File: src/logic/rfcrc_pkg.sv
`default_nettype none
package rfcrc_pkg;
	// register indices; byte address is index times four
	localparam logic [7:0] IDX_CTRL = 8'h28;
	localparam logic [7:0] IDX_STATUS = 8'h29;
	localparam logic [7:0] IDX_TX_CRC_CONFIG = 8'h2c;
	localparam logic [7:0] IDX_RX_CRC_CONFIG = 8'h2d;
	localparam logic [7:0] IDX_TX_BIT_COUNT_CONFIG = 8'h2e;
	localparam logic [7:0] IDX_TX_PULSE_WIDTH = 8'h2f;
	localparam logic [7:0] RST_REG = 8'h00;
	// crc config fields, same layout for transmit and receive except bit 7, which is receive only
	localparam int CRC_EN_POS = 0;
	localparam int CRC_COMPLEMENT_POS = 1;
	localparam int CRC_KIND_LSB = 2;
	localparam int CRC_PRESET_SEL_LSB = 4;
	localparam int RX_CRC_TO_FIFO_POS = 7;
	localparam logic [7:0] TX_CRC_CONFIG_MASK = 8'h7f;
	// tx bit count config fields
	localparam int FINAL_BYTE_BIT_COUNT_LSB = 0;
	localparam int PAYLOAD_SEND_EN_POS = 3;
	localparam int ETU_GRID_ALIGN_POS = 4;
	localparam logic [7:0] TX_BIT_COUNT_CONFIG_MASK = 8'h1f;
	// ctrl fields; start reads back as zero
	localparam int CTRL_START_POS = 0;
	localparam int CTRL_MILLER_POS = 1;
	localparam int PULSE_START_POS_SEL_LSB = 2;
	localparam logic [7:0] CTRL_MASK = 8'h0e;
	// status fields
	localparam int STAT_TX_BUSY_POS = 0;
	localparam int STAT_RX_BUSY_POS = 1;
	localparam int STAT_CRC_ERR_POS = 2;
	localparam int STAT_CRC_OK_POS = 3;
	// bit timing in carrier clocks
	localparam int ETU_CARRIERS = 128;
	localparam logic [6:0] ETU_LAST = 7'(ETU_CARRIERS - 1);
	localparam logic [6:0] ETU_HALF = 7'(ETU_CARRIERS / 2);
	localparam logic [6:0] PULSE_POS_STEP = 7'(ETU_CARRIERS / 8);
	// reflected polynomials, lsb first
	localparam logic [15:0] CRC16_POLY = 16'h8408;
	localparam logic [15:0] CRC8_POLY = 16'h00b8;
	localparam logic [15:0] CRC5_POLY = 16'h0012;
	localparam logic [2:0] PRESET_SEL_USER = 3'h6;
	// preset tables, index 7 first; undefined codes give zero
	localparam logic [7:0][15:0] PRESET16 = {16'hffff, 16'h0000, 16'h0000, 16'h0000,
		16'hfffe, 16'ha671, 16'h6363, 16'h0000};
	localparam logic [7:0][7:0] PRESET8 = {8'hff, 8'h00, 8'h00, 8'h00,
		8'hfd, 8'hbf, 8'h12, 8'h00};
	localparam logic [7:0][7:0] PRESET5 = {8'h1f, 8'h00, 8'h00, 8'h00,
		8'h00, 8'h00, 8'h12, 8'h00};

	typedef enum logic [1:0] {
		CRC_KIND_5 = 2'h0,
		CRC_KIND_8 = 2'h1,
		CRC_KIND_16 = 2'h2,
		CRC_KIND_RSV = 2'h3
	} rfcrc_kind_type;

	typedef enum logic [2:0] {
		TX_IDLE = 3'b000,
		TX_GRID = 3'b001,
		TX_DATA = 3'b011,
		TX_CRC = 3'b010,
		TX_SYM = 3'b110
	} rfcrc_tx_state_type;

	typedef enum logic [1:0] {
		RX_IDLE = 2'b00,
		RX_RECV = 2'b01,
		RX_FLUSH = 2'b11
	} rfcrc_rx_state_type;

	typedef struct packed {
		logic last;
		logic [7:0] data;
	} rfcrc_tx_byte_type;

	typedef struct packed {
		logic is_crc;
		logic [7:0] data;
	} rfcrc_rx_byte_type;

	typedef struct packed {
		logic ack;
		logic [31:0] rdat;
		logic [7:0] tx_crc_config;
		logic [7:0] rx_crc_config;
		logic [7:0] tx_bit_count_config;
		logic [7:0] tx_pulse_width;
		logic [7:0] ctrl;
		logic crc_err;
		logic crc_ok;
		rfcrc_tx_state_type tx_st;
		logic tx_busy;
		logic tx_ready;
		logic [15:0] tx_crc;
		logic [15:0] sh;
		logic [4:0] sh_n;
		rfcrc_tx_byte_type nxt;
		logic nxt_v;
		logic last_seen;
		logic run;
		logic cur_bit;
		logic prev_bit;
		logic strobe;
		logic need_pulse;
		logic pulse;
		logic mod;
		logic [6:0] bit_cnt;
		logic [6:0] grid_cnt;
		logic [6:0] pulse_at;
		logic [7:0] pulse_cnt;
		rfcrc_rx_state_type rx_st;
		logic rx_busy;
		logic [15:0] rx_crc;
		logic [15:0] win;
		logic [4:0] fill;
		logic [7:0] rx_byte;
		logic [3:0] rx_bcnt;
		logic [1:0] flush;
		rfcrc_rx_byte_type rx_out;
		logic rx_out_v;
	} rfcrc_state_type;

	function automatic logic [4:0] rfcrc_width(input rfcrc_kind_type k);
		unique case (k)
			CRC_KIND_5: rfcrc_width = 5'd5;
			CRC_KIND_8: rfcrc_width = 5'd8;
			CRC_KIND_16: rfcrc_width = 5'd16;
			CRC_KIND_RSV: rfcrc_width = 5'd0;
		endcase
	endfunction : rfcrc_width

	function automatic logic [15:0] rfcrc_mask(input rfcrc_kind_type k);
		unique case (k)
			CRC_KIND_5: rfcrc_mask = 16'h001f;
			CRC_KIND_8: rfcrc_mask = 16'h00ff;
			CRC_KIND_16: rfcrc_mask = 16'hffff;
			CRC_KIND_RSV: rfcrc_mask = 16'h0000;
		endcase
	endfunction : rfcrc_mask

	function automatic logic [15:0] rfcrc_step(input logic [15:0] crc, input logic b,
		input rfcrc_kind_type k);
		logic [15:0] poly;
		unique case (k)
			CRC_KIND_5: poly = CRC5_POLY;
			CRC_KIND_8: poly = CRC8_POLY;
			CRC_KIND_16: poly = CRC16_POLY;
			CRC_KIND_RSV: poly = 16'h0000;
		endcase
		rfcrc_step = (crc >> 1) ^ ((crc[0] ^ b) ? poly : 16'h0000);
	endfunction : rfcrc_step

	function automatic logic [15:0] rfcrc_preset(input rfcrc_kind_type k, input logic [2:0] sel,
		input logic [15:0] user);
		logic [15:0] p;
		unique case (k)
			CRC_KIND_5: p = {8'h00, PRESET5[sel]};
			CRC_KIND_8: p = {8'h00, PRESET8[sel]};
			CRC_KIND_16: p = PRESET16[sel];
			CRC_KIND_RSV: p = 16'h0000;
		endcase
		if (sel == PRESET_SEL_USER) begin
			p = user;
		end
		rfcrc_preset = p & rfcrc_mask(k);
	endfunction : rfcrc_preset
endpackage : rfcrc_pkg
`default_nettype wire

File: src/logic/rfcrc_top.sv
// The Wishbone register port was chosen for this implementation.
`timescale 1ns/1ps
`default_nettype none
module rfcrc_top
	import rfcrc_pkg::*;
(
	// clock and reset
	input wire logic clk_i,
	input wire logic rst_i,
	// wishbone slave
	input wire logic cyc_i,
	input wire logic stb_i,
	input wire logic we_i,
	input wire logic [7:0] adr_i,
	input wire logic [3:0] sel_i,
	input wire logic [31:0] dat_i,
	output logic [31:0] dat_o,
	output logic ack_o,
	// configuration storage
	input wire logic [15:0] user_preset_i,
	// transmit byte stream
	input wire rfcrc_tx_byte_type tx_byte_i,
	input wire logic tx_valid_i,
	output logic tx_ready_o,
	// transmit line side
	input wire logic carrier_tick_i,
	output logic tx_bit_o,
	output logic tx_bit_strobe_o,
	output logic tx_mod_o,
	output logic tx_busy_o,
	// receive bit stream
	input wire logic rx_bit_i,
	input wire logic rx_bit_valid_i,
	input wire logic rx_frame_end_i,
	// receive fifo side
	output rfcrc_rx_byte_type rx_byte_o,
	output logic rx_byte_valid_o,
	output logic rx_busy_o,
	output logic crc_err_o
);
	rfcrc_state_type q;
	rfcrc_state_type d;

	rfcrc_kind_type tx_kind;
	rfcrc_kind_type rx_kind;
	logic [4:0] tx_w;
	logic [4:0] rx_w;
	logic [15:0] rx_preset;
	logic [15:0] rx_got;
	logic [15:0] rx_exp;
	logic [15:0] tx_out;
	logic [4:0] load_n;
	logic access;
	logic start;
	logic tick_end;
	logic boundary;
	logic has_bit;
	logic nb;
	logic dropped;
	logic [15:0] rx_base;
	logic [2:0] last_cfg;

	always_comb begin
		d = q;
		tx_kind = rfcrc_kind_type'(q.tx_crc_config[CRC_KIND_LSB +: 2]);
		rx_kind = rfcrc_kind_type'(q.rx_crc_config[CRC_KIND_LSB +: 2]);
		tx_w = rfcrc_width(tx_kind);
		rx_w = rfcrc_width(rx_kind);
		rx_preset = rfcrc_preset(rx_kind, q.rx_crc_config[CRC_PRESET_SEL_LSB +: 3],
			user_preset_i);
		rx_got = (q.win >> (5'd16 - rx_w)) & rfcrc_mask(rx_kind);
		rx_exp = q.rx_crc ^ (q.rx_crc_config[CRC_COMPLEMENT_POS] ?
			rfcrc_mask(rx_kind) : 16'h0000);
		tx_out = q.tx_crc ^ (q.tx_crc_config[CRC_COMPLEMENT_POS] ?
			rfcrc_mask(tx_kind) : 16'h0000);
		last_cfg = q.tx_bit_count_config[FINAL_BYTE_BIT_COUNT_LSB +: 3];
		load_n = (q.nxt.last && last_cfg != 3'h0) ? {2'b00, last_cfg} : 5'd8;
		access = cyc_i & stb_i & ~q.ack;
		start = 1'b0;
		has_bit = 1'b0;
		nb = 1'b0;
		dropped = 1'b0;
		rx_base = 16'h0000;
		d.ack = access;
		d.strobe = 1'b0;
		d.rx_out_v = 1'b0;

		// register access
		if (access) begin
			d.rdat = 32'h0000_0000;
			unique case (adr_i)
				{IDX_TX_CRC_CONFIG[5:0], 2'b00}: d.rdat[7:0] = q.tx_crc_config;
				{IDX_RX_CRC_CONFIG[5:0], 2'b00}: d.rdat[7:0] = q.rx_crc_config;
				{IDX_TX_BIT_COUNT_CONFIG[5:0], 2'b00}: d.rdat[7:0] = q.tx_bit_count_config;
				{IDX_TX_PULSE_WIDTH[5:0], 2'b00}: d.rdat[7:0] = q.tx_pulse_width;
				{IDX_CTRL[5:0], 2'b00}: d.rdat[7:0] = q.ctrl;
				{IDX_STATUS[5:0], 2'b00}: begin
					d.rdat[STAT_TX_BUSY_POS] = q.tx_busy;
					d.rdat[STAT_RX_BUSY_POS] = q.rx_busy;
					d.rdat[STAT_CRC_ERR_POS] = q.crc_err;
					d.rdat[STAT_CRC_OK_POS] = q.crc_ok;
				end
				default: d.rdat = 32'h0000_0000;
			endcase
			if (we_i && sel_i[0]) begin
				unique case (adr_i)
					{IDX_TX_CRC_CONFIG[5:0], 2'b00}: d.tx_crc_config = dat_i[7:0] & TX_CRC_CONFIG_MASK;
					{IDX_RX_CRC_CONFIG[5:0], 2'b00}: d.rx_crc_config = dat_i[7:0];
					{IDX_TX_BIT_COUNT_CONFIG[5:0], 2'b00}: d.tx_bit_count_config =
						dat_i[7:0] & TX_BIT_COUNT_CONFIG_MASK;
					{IDX_TX_PULSE_WIDTH[5:0], 2'b00}: d.tx_pulse_width = dat_i[7:0];
					{IDX_CTRL[5:0], 2'b00}: begin
						d.ctrl = dat_i[7:0] & CTRL_MASK;
						start = dat_i[CTRL_START_POS];
					end
					{IDX_STATUS[5:0], 2'b00}: begin
						if (dat_i[STAT_CRC_ERR_POS]) begin
							d.crc_err = 1'b0;
						end
					end
					default: d.ctrl = q.ctrl;
				endcase
			end
		end

		// etu grid and bit timing on carrier clocks
		tick_end = carrier_tick_i && q.run && q.bit_cnt == ETU_LAST;
		if (carrier_tick_i) begin
			d.grid_cnt = (q.grid_cnt == ETU_LAST) ? 7'd0 : q.grid_cnt + 7'd1;
		end
		if (carrier_tick_i && q.run) begin
			d.bit_cnt = q.bit_cnt + 7'd1;
			if (q.pulse) begin
				if (q.pulse_cnt == 8'h00 || q.bit_cnt == ETU_LAST) begin
					d.pulse = 1'b0;
				end else begin
					d.pulse_cnt = q.pulse_cnt - 8'h01;
				end
			end else if (q.need_pulse && q.bit_cnt == q.pulse_at) begin
				d.pulse = 1'b1;
				d.pulse_cnt = q.tx_pulse_width;
				d.need_pulse = 1'b0;
			end
		end

		// transmit byte intake, one byte held ahead of the shifter
		if (tx_valid_i && q.tx_ready) begin
			d.nxt = tx_byte_i;
			d.nxt_v = 1'b1;
			d.last_seen = tx_byte_i.last;
		end

		// transmit sequencer
		boundary = (q.tx_st == TX_DATA || q.tx_st == TX_CRC || q.tx_st == TX_SYM) &&
			(!q.run || tick_end);
		unique case (q.tx_st)
			TX_IDLE: begin
				if (start) begin
					d.tx_crc = rfcrc_preset(tx_kind, q.tx_crc_config[CRC_PRESET_SEL_LSB +: 3],
						user_preset_i);
					d.prev_bit = 1'b0;
					d.last_seen = 1'b0;
					d.nxt_v = 1'b0;
					d.run = 1'b0;
					d.sh_n = 5'd0;
					if (q.tx_bit_count_config[ETU_GRID_ALIGN_POS]) begin
						d.tx_st = TX_GRID;
					end else if (q.tx_bit_count_config[PAYLOAD_SEND_EN_POS]) begin
						d.tx_st = TX_DATA;
					end else begin
						d.tx_st = TX_SYM;
						d.sh = 16'h0000;
						d.sh_n = 5'd1;
					end
				end
			end
			TX_GRID: begin
				if (carrier_tick_i && q.grid_cnt == ETU_LAST) begin
					if (q.tx_bit_count_config[PAYLOAD_SEND_EN_POS]) begin
						d.tx_st = TX_DATA;
					end else begin
						d.tx_st = TX_SYM;
						d.sh = 16'h0000;
						d.sh_n = 5'd1;
					end
				end
			end
			default: begin
				if (boundary) begin
					if (q.sh_n != 5'd0) begin
						has_bit = 1'b1;
						nb = q.sh[0];
						d.sh = q.sh >> 1;
						d.sh_n = q.sh_n - 5'd1;
						if (q.tx_st == TX_DATA) begin
							d.tx_crc = rfcrc_step(q.tx_crc, nb, tx_kind);
						end
					end else if (q.tx_st == TX_DATA && q.nxt_v) begin
						has_bit = 1'b1;
						nb = q.nxt.data[0];
						d.sh = {8'h00, 1'b0, q.nxt.data[7:1]};
						d.sh_n = load_n - 5'd1;
						d.nxt_v = 1'b0;
						d.tx_crc = rfcrc_step(q.tx_crc, nb, tx_kind);
					end else if (q.tx_st == TX_DATA && q.last_seen &&
						q.tx_crc_config[CRC_EN_POS] && tx_w != 5'd0) begin
						has_bit = 1'b1;
						nb = tx_out[0];
						d.sh = tx_out >> 1;
						d.sh_n = tx_w - 5'd1;
						d.tx_st = TX_CRC;
					end else if (q.tx_st != TX_DATA || q.last_seen) begin
						d.tx_st = TX_IDLE;
						d.run = 1'b0;
						d.pulse = 1'b0;
						d.need_pulse = 1'b0;
					end else begin
						d.run = 1'b0;
					end
				end
			end
		endcase

		// start of a new bit and its miller pulse plan
		if (has_bit) begin
			d.cur_bit = nb;
			d.run = 1'b1;
			d.strobe = 1'b1;
			d.bit_cnt = 7'd0;
			d.prev_bit = nb;
			d.need_pulse = q.ctrl[CTRL_MILLER_POS] &&
				(nb || !q.prev_bit || q.tx_st == TX_SYM);
			d.pulse_at = (nb && q.tx_st != TX_SYM ? ETU_HALF : 7'd0) +
				7'(q.ctrl[PULSE_START_POS_SEL_LSB +: 2]) * PULSE_POS_STEP;
		end
		d.tx_ready = (d.tx_st == TX_DATA) && !d.nxt_v && !d.last_seen;
		d.tx_busy = d.tx_st != TX_IDLE;
		d.mod = q.ctrl[CTRL_MILLER_POS] ? d.pulse : (d.run && d.cur_bit);

		// receive side
		unique case (q.rx_st)
			RX_IDLE, RX_RECV: begin
				rx_base = (q.rx_st == RX_IDLE) ? rx_preset : q.rx_crc;
				if (q.rx_st == RX_IDLE) begin
					d.rx_crc = rx_preset;
				end
				if (rx_bit_valid_i) begin
					d.rx_st = RX_RECV;
					d.win = {rx_bit_i, q.win[15:1]};
					dropped = (rx_w == 5'd0) ? rx_bit_i : rx_got[0];
					if (q.fill == rx_w) begin
						d.rx_crc = rfcrc_step(rx_base, dropped, rx_kind);
						d.rx_byte = {dropped, q.rx_byte[7:1]};
						if (q.rx_bcnt == 4'd7) begin
							d.rx_bcnt = 4'd0;
							d.rx_out = '{is_crc: 1'b0, data: {dropped, q.rx_byte[7:1]}};
							d.rx_out_v = 1'b1;
						end else begin
							d.rx_bcnt = q.rx_bcnt + 4'd1;
						end
					end else begin
						d.fill = q.fill + 5'd1;
						d.rx_crc = rx_base;
					end
				end else if (rx_frame_end_i && q.rx_st == RX_RECV) begin
					d.rx_st = RX_FLUSH;
					d.flush = 2'd0;
					d.crc_ok = (rx_w != 5'd0) && (q.fill == rx_w) && (rx_got == rx_exp);
					if (q.rx_crc_config[CRC_EN_POS] && rx_w != 5'd0 &&
						!((q.fill == rx_w) && (rx_got == rx_exp))) begin
						d.crc_err = 1'b1;
					end
				end
			end
			RX_FLUSH: begin
				d.flush = q.flush + 2'd1;
				if (q.flush == 2'd0 && q.rx_bcnt != 4'd0) begin
					d.rx_out = '{is_crc: 1'b0, data: q.rx_byte >> (4'd8 - q.rx_bcnt)};
					d.rx_out_v = 1'b1;
				end else if (q.flush == 2'd1 && q.rx_crc_config[RX_CRC_TO_FIFO_POS] &&
					rx_w != 5'd0) begin
					d.rx_out = '{is_crc: 1'b1, data: rx_got[7:0]};
					d.rx_out_v = 1'b1;
				end else if (q.flush == 2'd2 && q.rx_crc_config[RX_CRC_TO_FIFO_POS] &&
					rx_w > 5'd8) begin
					d.rx_out = '{is_crc: 1'b1, data: rx_got[15:8]};
					d.rx_out_v = 1'b1;
				end
				if (q.flush == 2'd2) begin
					d.rx_st = RX_IDLE;
					d.fill = 5'd0;
					d.rx_bcnt = 4'd0;
					d.win = 16'h0000;
				end
			end
			default: d.rx_st = RX_IDLE;
		endcase
		d.rx_busy = d.rx_st != RX_IDLE;
	end

	always_ff @(posedge clk_i) begin
		if (rst_i) begin
			q <= '0;
			q.tx_crc_config <= RST_REG;
			q.rx_crc_config <= RST_REG;
			q.tx_bit_count_config <= RST_REG;
			q.tx_pulse_width <= RST_REG;
			q.ctrl <= RST_REG;
			q.tx_st <= TX_IDLE;
			q.rx_st <= RX_IDLE;
		end else begin
			q <= d;
		end
	end

	assign dat_o = q.rdat;
	assign ack_o = q.ack;
	assign tx_ready_o = q.tx_ready;
	assign tx_bit_o = q.cur_bit;
	assign tx_bit_strobe_o = q.strobe;
	assign tx_mod_o = q.mod;
	assign tx_busy_o = q.tx_busy;
	assign rx_byte_o = q.rx_out;
	assign rx_byte_valid_o = q.rx_out_v;
	assign rx_busy_o = q.rx_busy;
	assign crc_err_o = q.crc_err;
endmodule : rfcrc_top
`default_nettype wire

File: config.mk
export PLATFORM = sky130hd
export DESIGN_NAME = rfcrc_top
export DESIGN_NICKNAME = d
export VERILOG_FILES = /design/src/logic/rfcrc_pkg.sv /design/src/logic/rfcrc_top.sv
export SDC_FILE = /design/constraint.sdc
export NUM_CORES = 1
export LEC_CHECK = 0
export BUFFER_PORTS_ARGS = -buffer_cell sky130_fd_sc_hd__buf_2
export CORE_ASPECT_RATIO = 2
export CORE_MARGIN = 2
export CORE_UTILIZATION = 31
export DETAILED_ROUTE_END_ITERATION = 8
export MAX_ROUTING_LAYER = met4
export PLACE_DENSITY = 0.46
export SLEW_MARGIN = 40
export SYNTH_ARGS = -nofsm -noshare
export SYNTH_HDL_FRONTEND = slang
export SYNTH_SLANG_ARGS = --single-unit
File: constraint.sdc
create_clock -name clk_i -period 5.2 [get_ports clk_i]
set_input_delay 0.52 -clock clk_i [delete_from_list [all_inputs] [get_ports clk_i]]
set_output_delay 0.52 -clock clk_i [all_outputs]
set_load 0.01 [all_outputs]
==> impl_metrics.py <==
metrics = {
    "run_status": {
        "status": "complete, no violations",
    },
    "place": {
        "numPortBuffers": 77,
        "dp_slack_ns": 1.433,
        "dp_cells": 2046,
        "postPlaceCellArea_sq_mm": 0.01267,
        "gp_congestion": 0.8624,
        "dp_hpwl_um": 30240,
    },
    "sta": {
        "drv_slew": 0,
        "setup_slack_ns": 1.413,
        "skew_ns": 0.02852,
        "finalSetupViolations": 0,
        "rsz0062_at_grt": "no",
        "timing.final.hold_violations": 0,
        "hold_slack_ns": 0.2169,
        "slew_headroom": 0.4545,
        "setup_tns_ns": 0,
        "min_period_ns": 3.787,
        "worst_pin_slew_ns": 0.8129,
        "clock.fmax_mhz": 264.0,
        "timing.final.crit_share": 0.7284,
    },
    "clocking": {
        "cts_max_level": 1,
        "cts.path.max_buffers": 3,
        "clk_latency_ns": 0.54,
        "numCtsBuffers": 22,
        "hold_buffers": 0,
        "cts_resized": 0,
        "post_cts_buffers": 0,
        "cts.reportedPaths.clkPinSlew_ns": 0.06,
        "cts_tree": "done",
        "clock-root-buffer": "clkbuf_16",
        "cts.sinks": 204,
    },
    "grt": {
        "grt_overflow": 0,
        "grt_pass1_vias": 10870,
        "grt_pass1_wl_um": 60930,
        "grt_max_degree": 71,
        "grtUsageTotal": 0.1957,
        "antenna_found_initial": 3,
    },
    "power": {
        "powerDensity_mw_per_mm2": 254.3,
        "p_leak_uw": 0.004820,
        "p_clk_frac": 0.492,
        "pwr-share-seq": 0.463,
        "pwr-share-comb": 0.045,
        "peakVddDrop_mv": 0.2275,
        "p_sw_uw": 803.9,
        "p_sw_frac": 0.2352,
        "p_int_uw": 2614,
    },
    "synth": {
        "synth_area_sq_mm": 0.01215,
        "avgSynthCellArea_sq_um": 7.828,
        "yosys_warnings": 0,
        "synthCells": 1552,
        "async_flop_share": 0,
        "synth_top_flop_cell": "dfxtp_1",
        "ys_seq_elements": 204,
        "synth_edf_count": 0,
        "synth.distinct_cells": 90,
        "seq_area_frac_synth": 0.3361,
    },
    "drt": {
        "maxUsedRoutingLayer": "met4",
        "vias": 10830,
        "wl_um": 39160,
        "dr_wl_met3_um": 1005,
        "met1_length_um": 13280,
        "drtAntennaViolNets": 0,
        "drc_errors": 0,
        "viasPerCell": 5.193,
        "dr_wl_met2_um": 22980,
        "wl_per_cell_um": 18.77,
        "dr.first_iter.drc_count": 549,
        "drt_pre_antenna_iters": 5,
    },
    "floorplan": {
        "die_x_um": 144.0,
        "initial_core_util": 0.3142,
        "core_area_sq_mm": 0.03867,
        "rows": 102,
        "dieHeight_um": 284.0,
        "dieArea_sq_mm": 0.04089,
        "pin_count": 129,
    },
    "flow_run": {
        "drv_cap": 0,
    },
    "layout": {
        "final_cell_mix": "dfxtp_1 (204), nand2_1 (200), nor2_1 (173)",
        "syn2layout_area_growth_pct": 10.64,
        "final_area_sq_mm": 0.01344,
        "final_common_cell": "dfxtp_1",
        "finalNonFillerCells": 2086,
        "nets": 1659,
        "drive_above_1_share": 0.1203,
    },
    "critical_path": {
        "worstSetupPathType": "reg -> reg",
        "max_stage_delay_ns": 0.69,
        "cp.arrival_ns": 4.18,
        "critPathMaxFanout": 19,
        "cp_slowest_cell": "ha_1",
        "path_cells": "inv_1, ha_1, buf_4, mux4_1, nor2_1, a21oi_1, or3_1, a311oi_1, a211oi_1, nor3_2, o31ai_1",
        "start_kind": "flip-flop",
        "end_kind": "flip-flop",
        "cp.required_ns": 5.59,
    },
    "hold_path": {
        "hp-class": "in -> reg",
    },
}
## worst paths after layout
path / end / cells past startpoint / start / slack [ns]
setup / recovery: crc_err_o / 11 / q[182] / 1.41
hold / removal: q[105] / 3 / tx_byte_i[3] / 0.22
setup reg to reg: crc_err_o / 11 / q[182] / 1.41
hold reg to reg: q[109] / 2 / q[109] / 0.46
## kinds of logic (layout without fill, tap and decap cells)
| logic type | Yosys count | after routing | synth area share |
|---|---|---|---|
| other | 1 | 27 | 0.0003087 |
| AO/OA/AOI/OAI | 403 | 403 | 0.2145 |
| XOR/XNOR | 70 | 70 | 0.05108 |
| multiplexers | 74 | 74 | 0.06910 |
| buffers and inverters | 185 | 173 | 0.07394 |
| flip-flops | 204 | 204 | 0.3361 |
| adder cells (fa/ha/maj) | 30 | 30 | 0.03090 |
| AND/OR/NAND/NOR | 585 | 585 | 0.2240 |
## power by group through the flow
stage / combinational (uW) / sequential (uW) / clock [uW]
3_3_place_gp: 155 / 1620 / 0
3_5_place_dp: 156 / 1620 / 0
5_1_grt: 168 / 1580 / 1780
2_1_floorplan: 106 / 1610 / 0
4_1_cts: 156 / 1580 / 1730
6_report: 155 / 1580 / 1680
## critical path: cells and delay by family (launching register included)
| kind | cells | cell delay, ns |
|---|---|---|
| AOI/OAI and AO/OA | 4 | 0.56 |
| adders and majority gates | 1 | 0.69 |
| buffers and inverters | 2 | 0.54 |
| DFF | 1 | 0.37 |
| muxes | 1 | 0.60 |
| and+or+nand+nor | 3 | 0.87 |
## routing by layer
metal	vias up	global-route usage
met3	83	0.01822
met2	187	0.3939
li1	5409	-
met5	-	-
met4	0	0.08922
met1	5153	0.1771
## metrics by stage
step	power, uW	util
2_1_floorplan	1720	-
3_3_place_gp	1772	0.3275
3_5_place_dp	1772	0.3277
4_1_cts	3471	0.3472
5_1_grt	3530	0.3476
6_report	3418	0.3476
## flip-flops by register name, summed over array words and instances, names as in the netlist, named ones only
signal	flops
ack_o	1
last_cfg	3
crc_err_o	1
tx_busy_o	1
tx_ready_o	1
rx_busy_o	1
dat_o	8
tx_bit_o	1
tx_bit_strobe_o	1
rx_byte_valid_o	1
rx_byte_o	9
q	161
tx_mod_o	1
## cells in the mapped netlist, types with 25 or more instances
cell,n,area share
xor2_1,27,0.019
clkbuf_1,76,0.023
mux2i_1,61,0.050
xnor2_1,42,0.030
nand2_1,201,0.062
nor2_1,174,0.054
ha_1,30,0.031
o21ai_0,44,0.018
inv_1,43,0.013
a21oi_1,168,0.069
a211oi_1,37,0.023
nand3_1,59,0.024
dfxtp_1,204,0.34
buf_4,41,0.025
a22oi_1,39,0.024
nor3_1,25,0.010
## cell type report
type                            instances  area [sq um]
Fill cell                            4149         25230
Multi-Input combinational cell       1186          7274
Tap cell                              520         650.6
Timing Repair Buffer                   92         504.2
Inverter                               44         165.2
Sequential cell                       204          4084
Clock buffer                           33         683.2
Antenna cell                            3         7.507
Clock inverter                          4         72.57
Note: power is estimated with default switching activity, not from simulation.
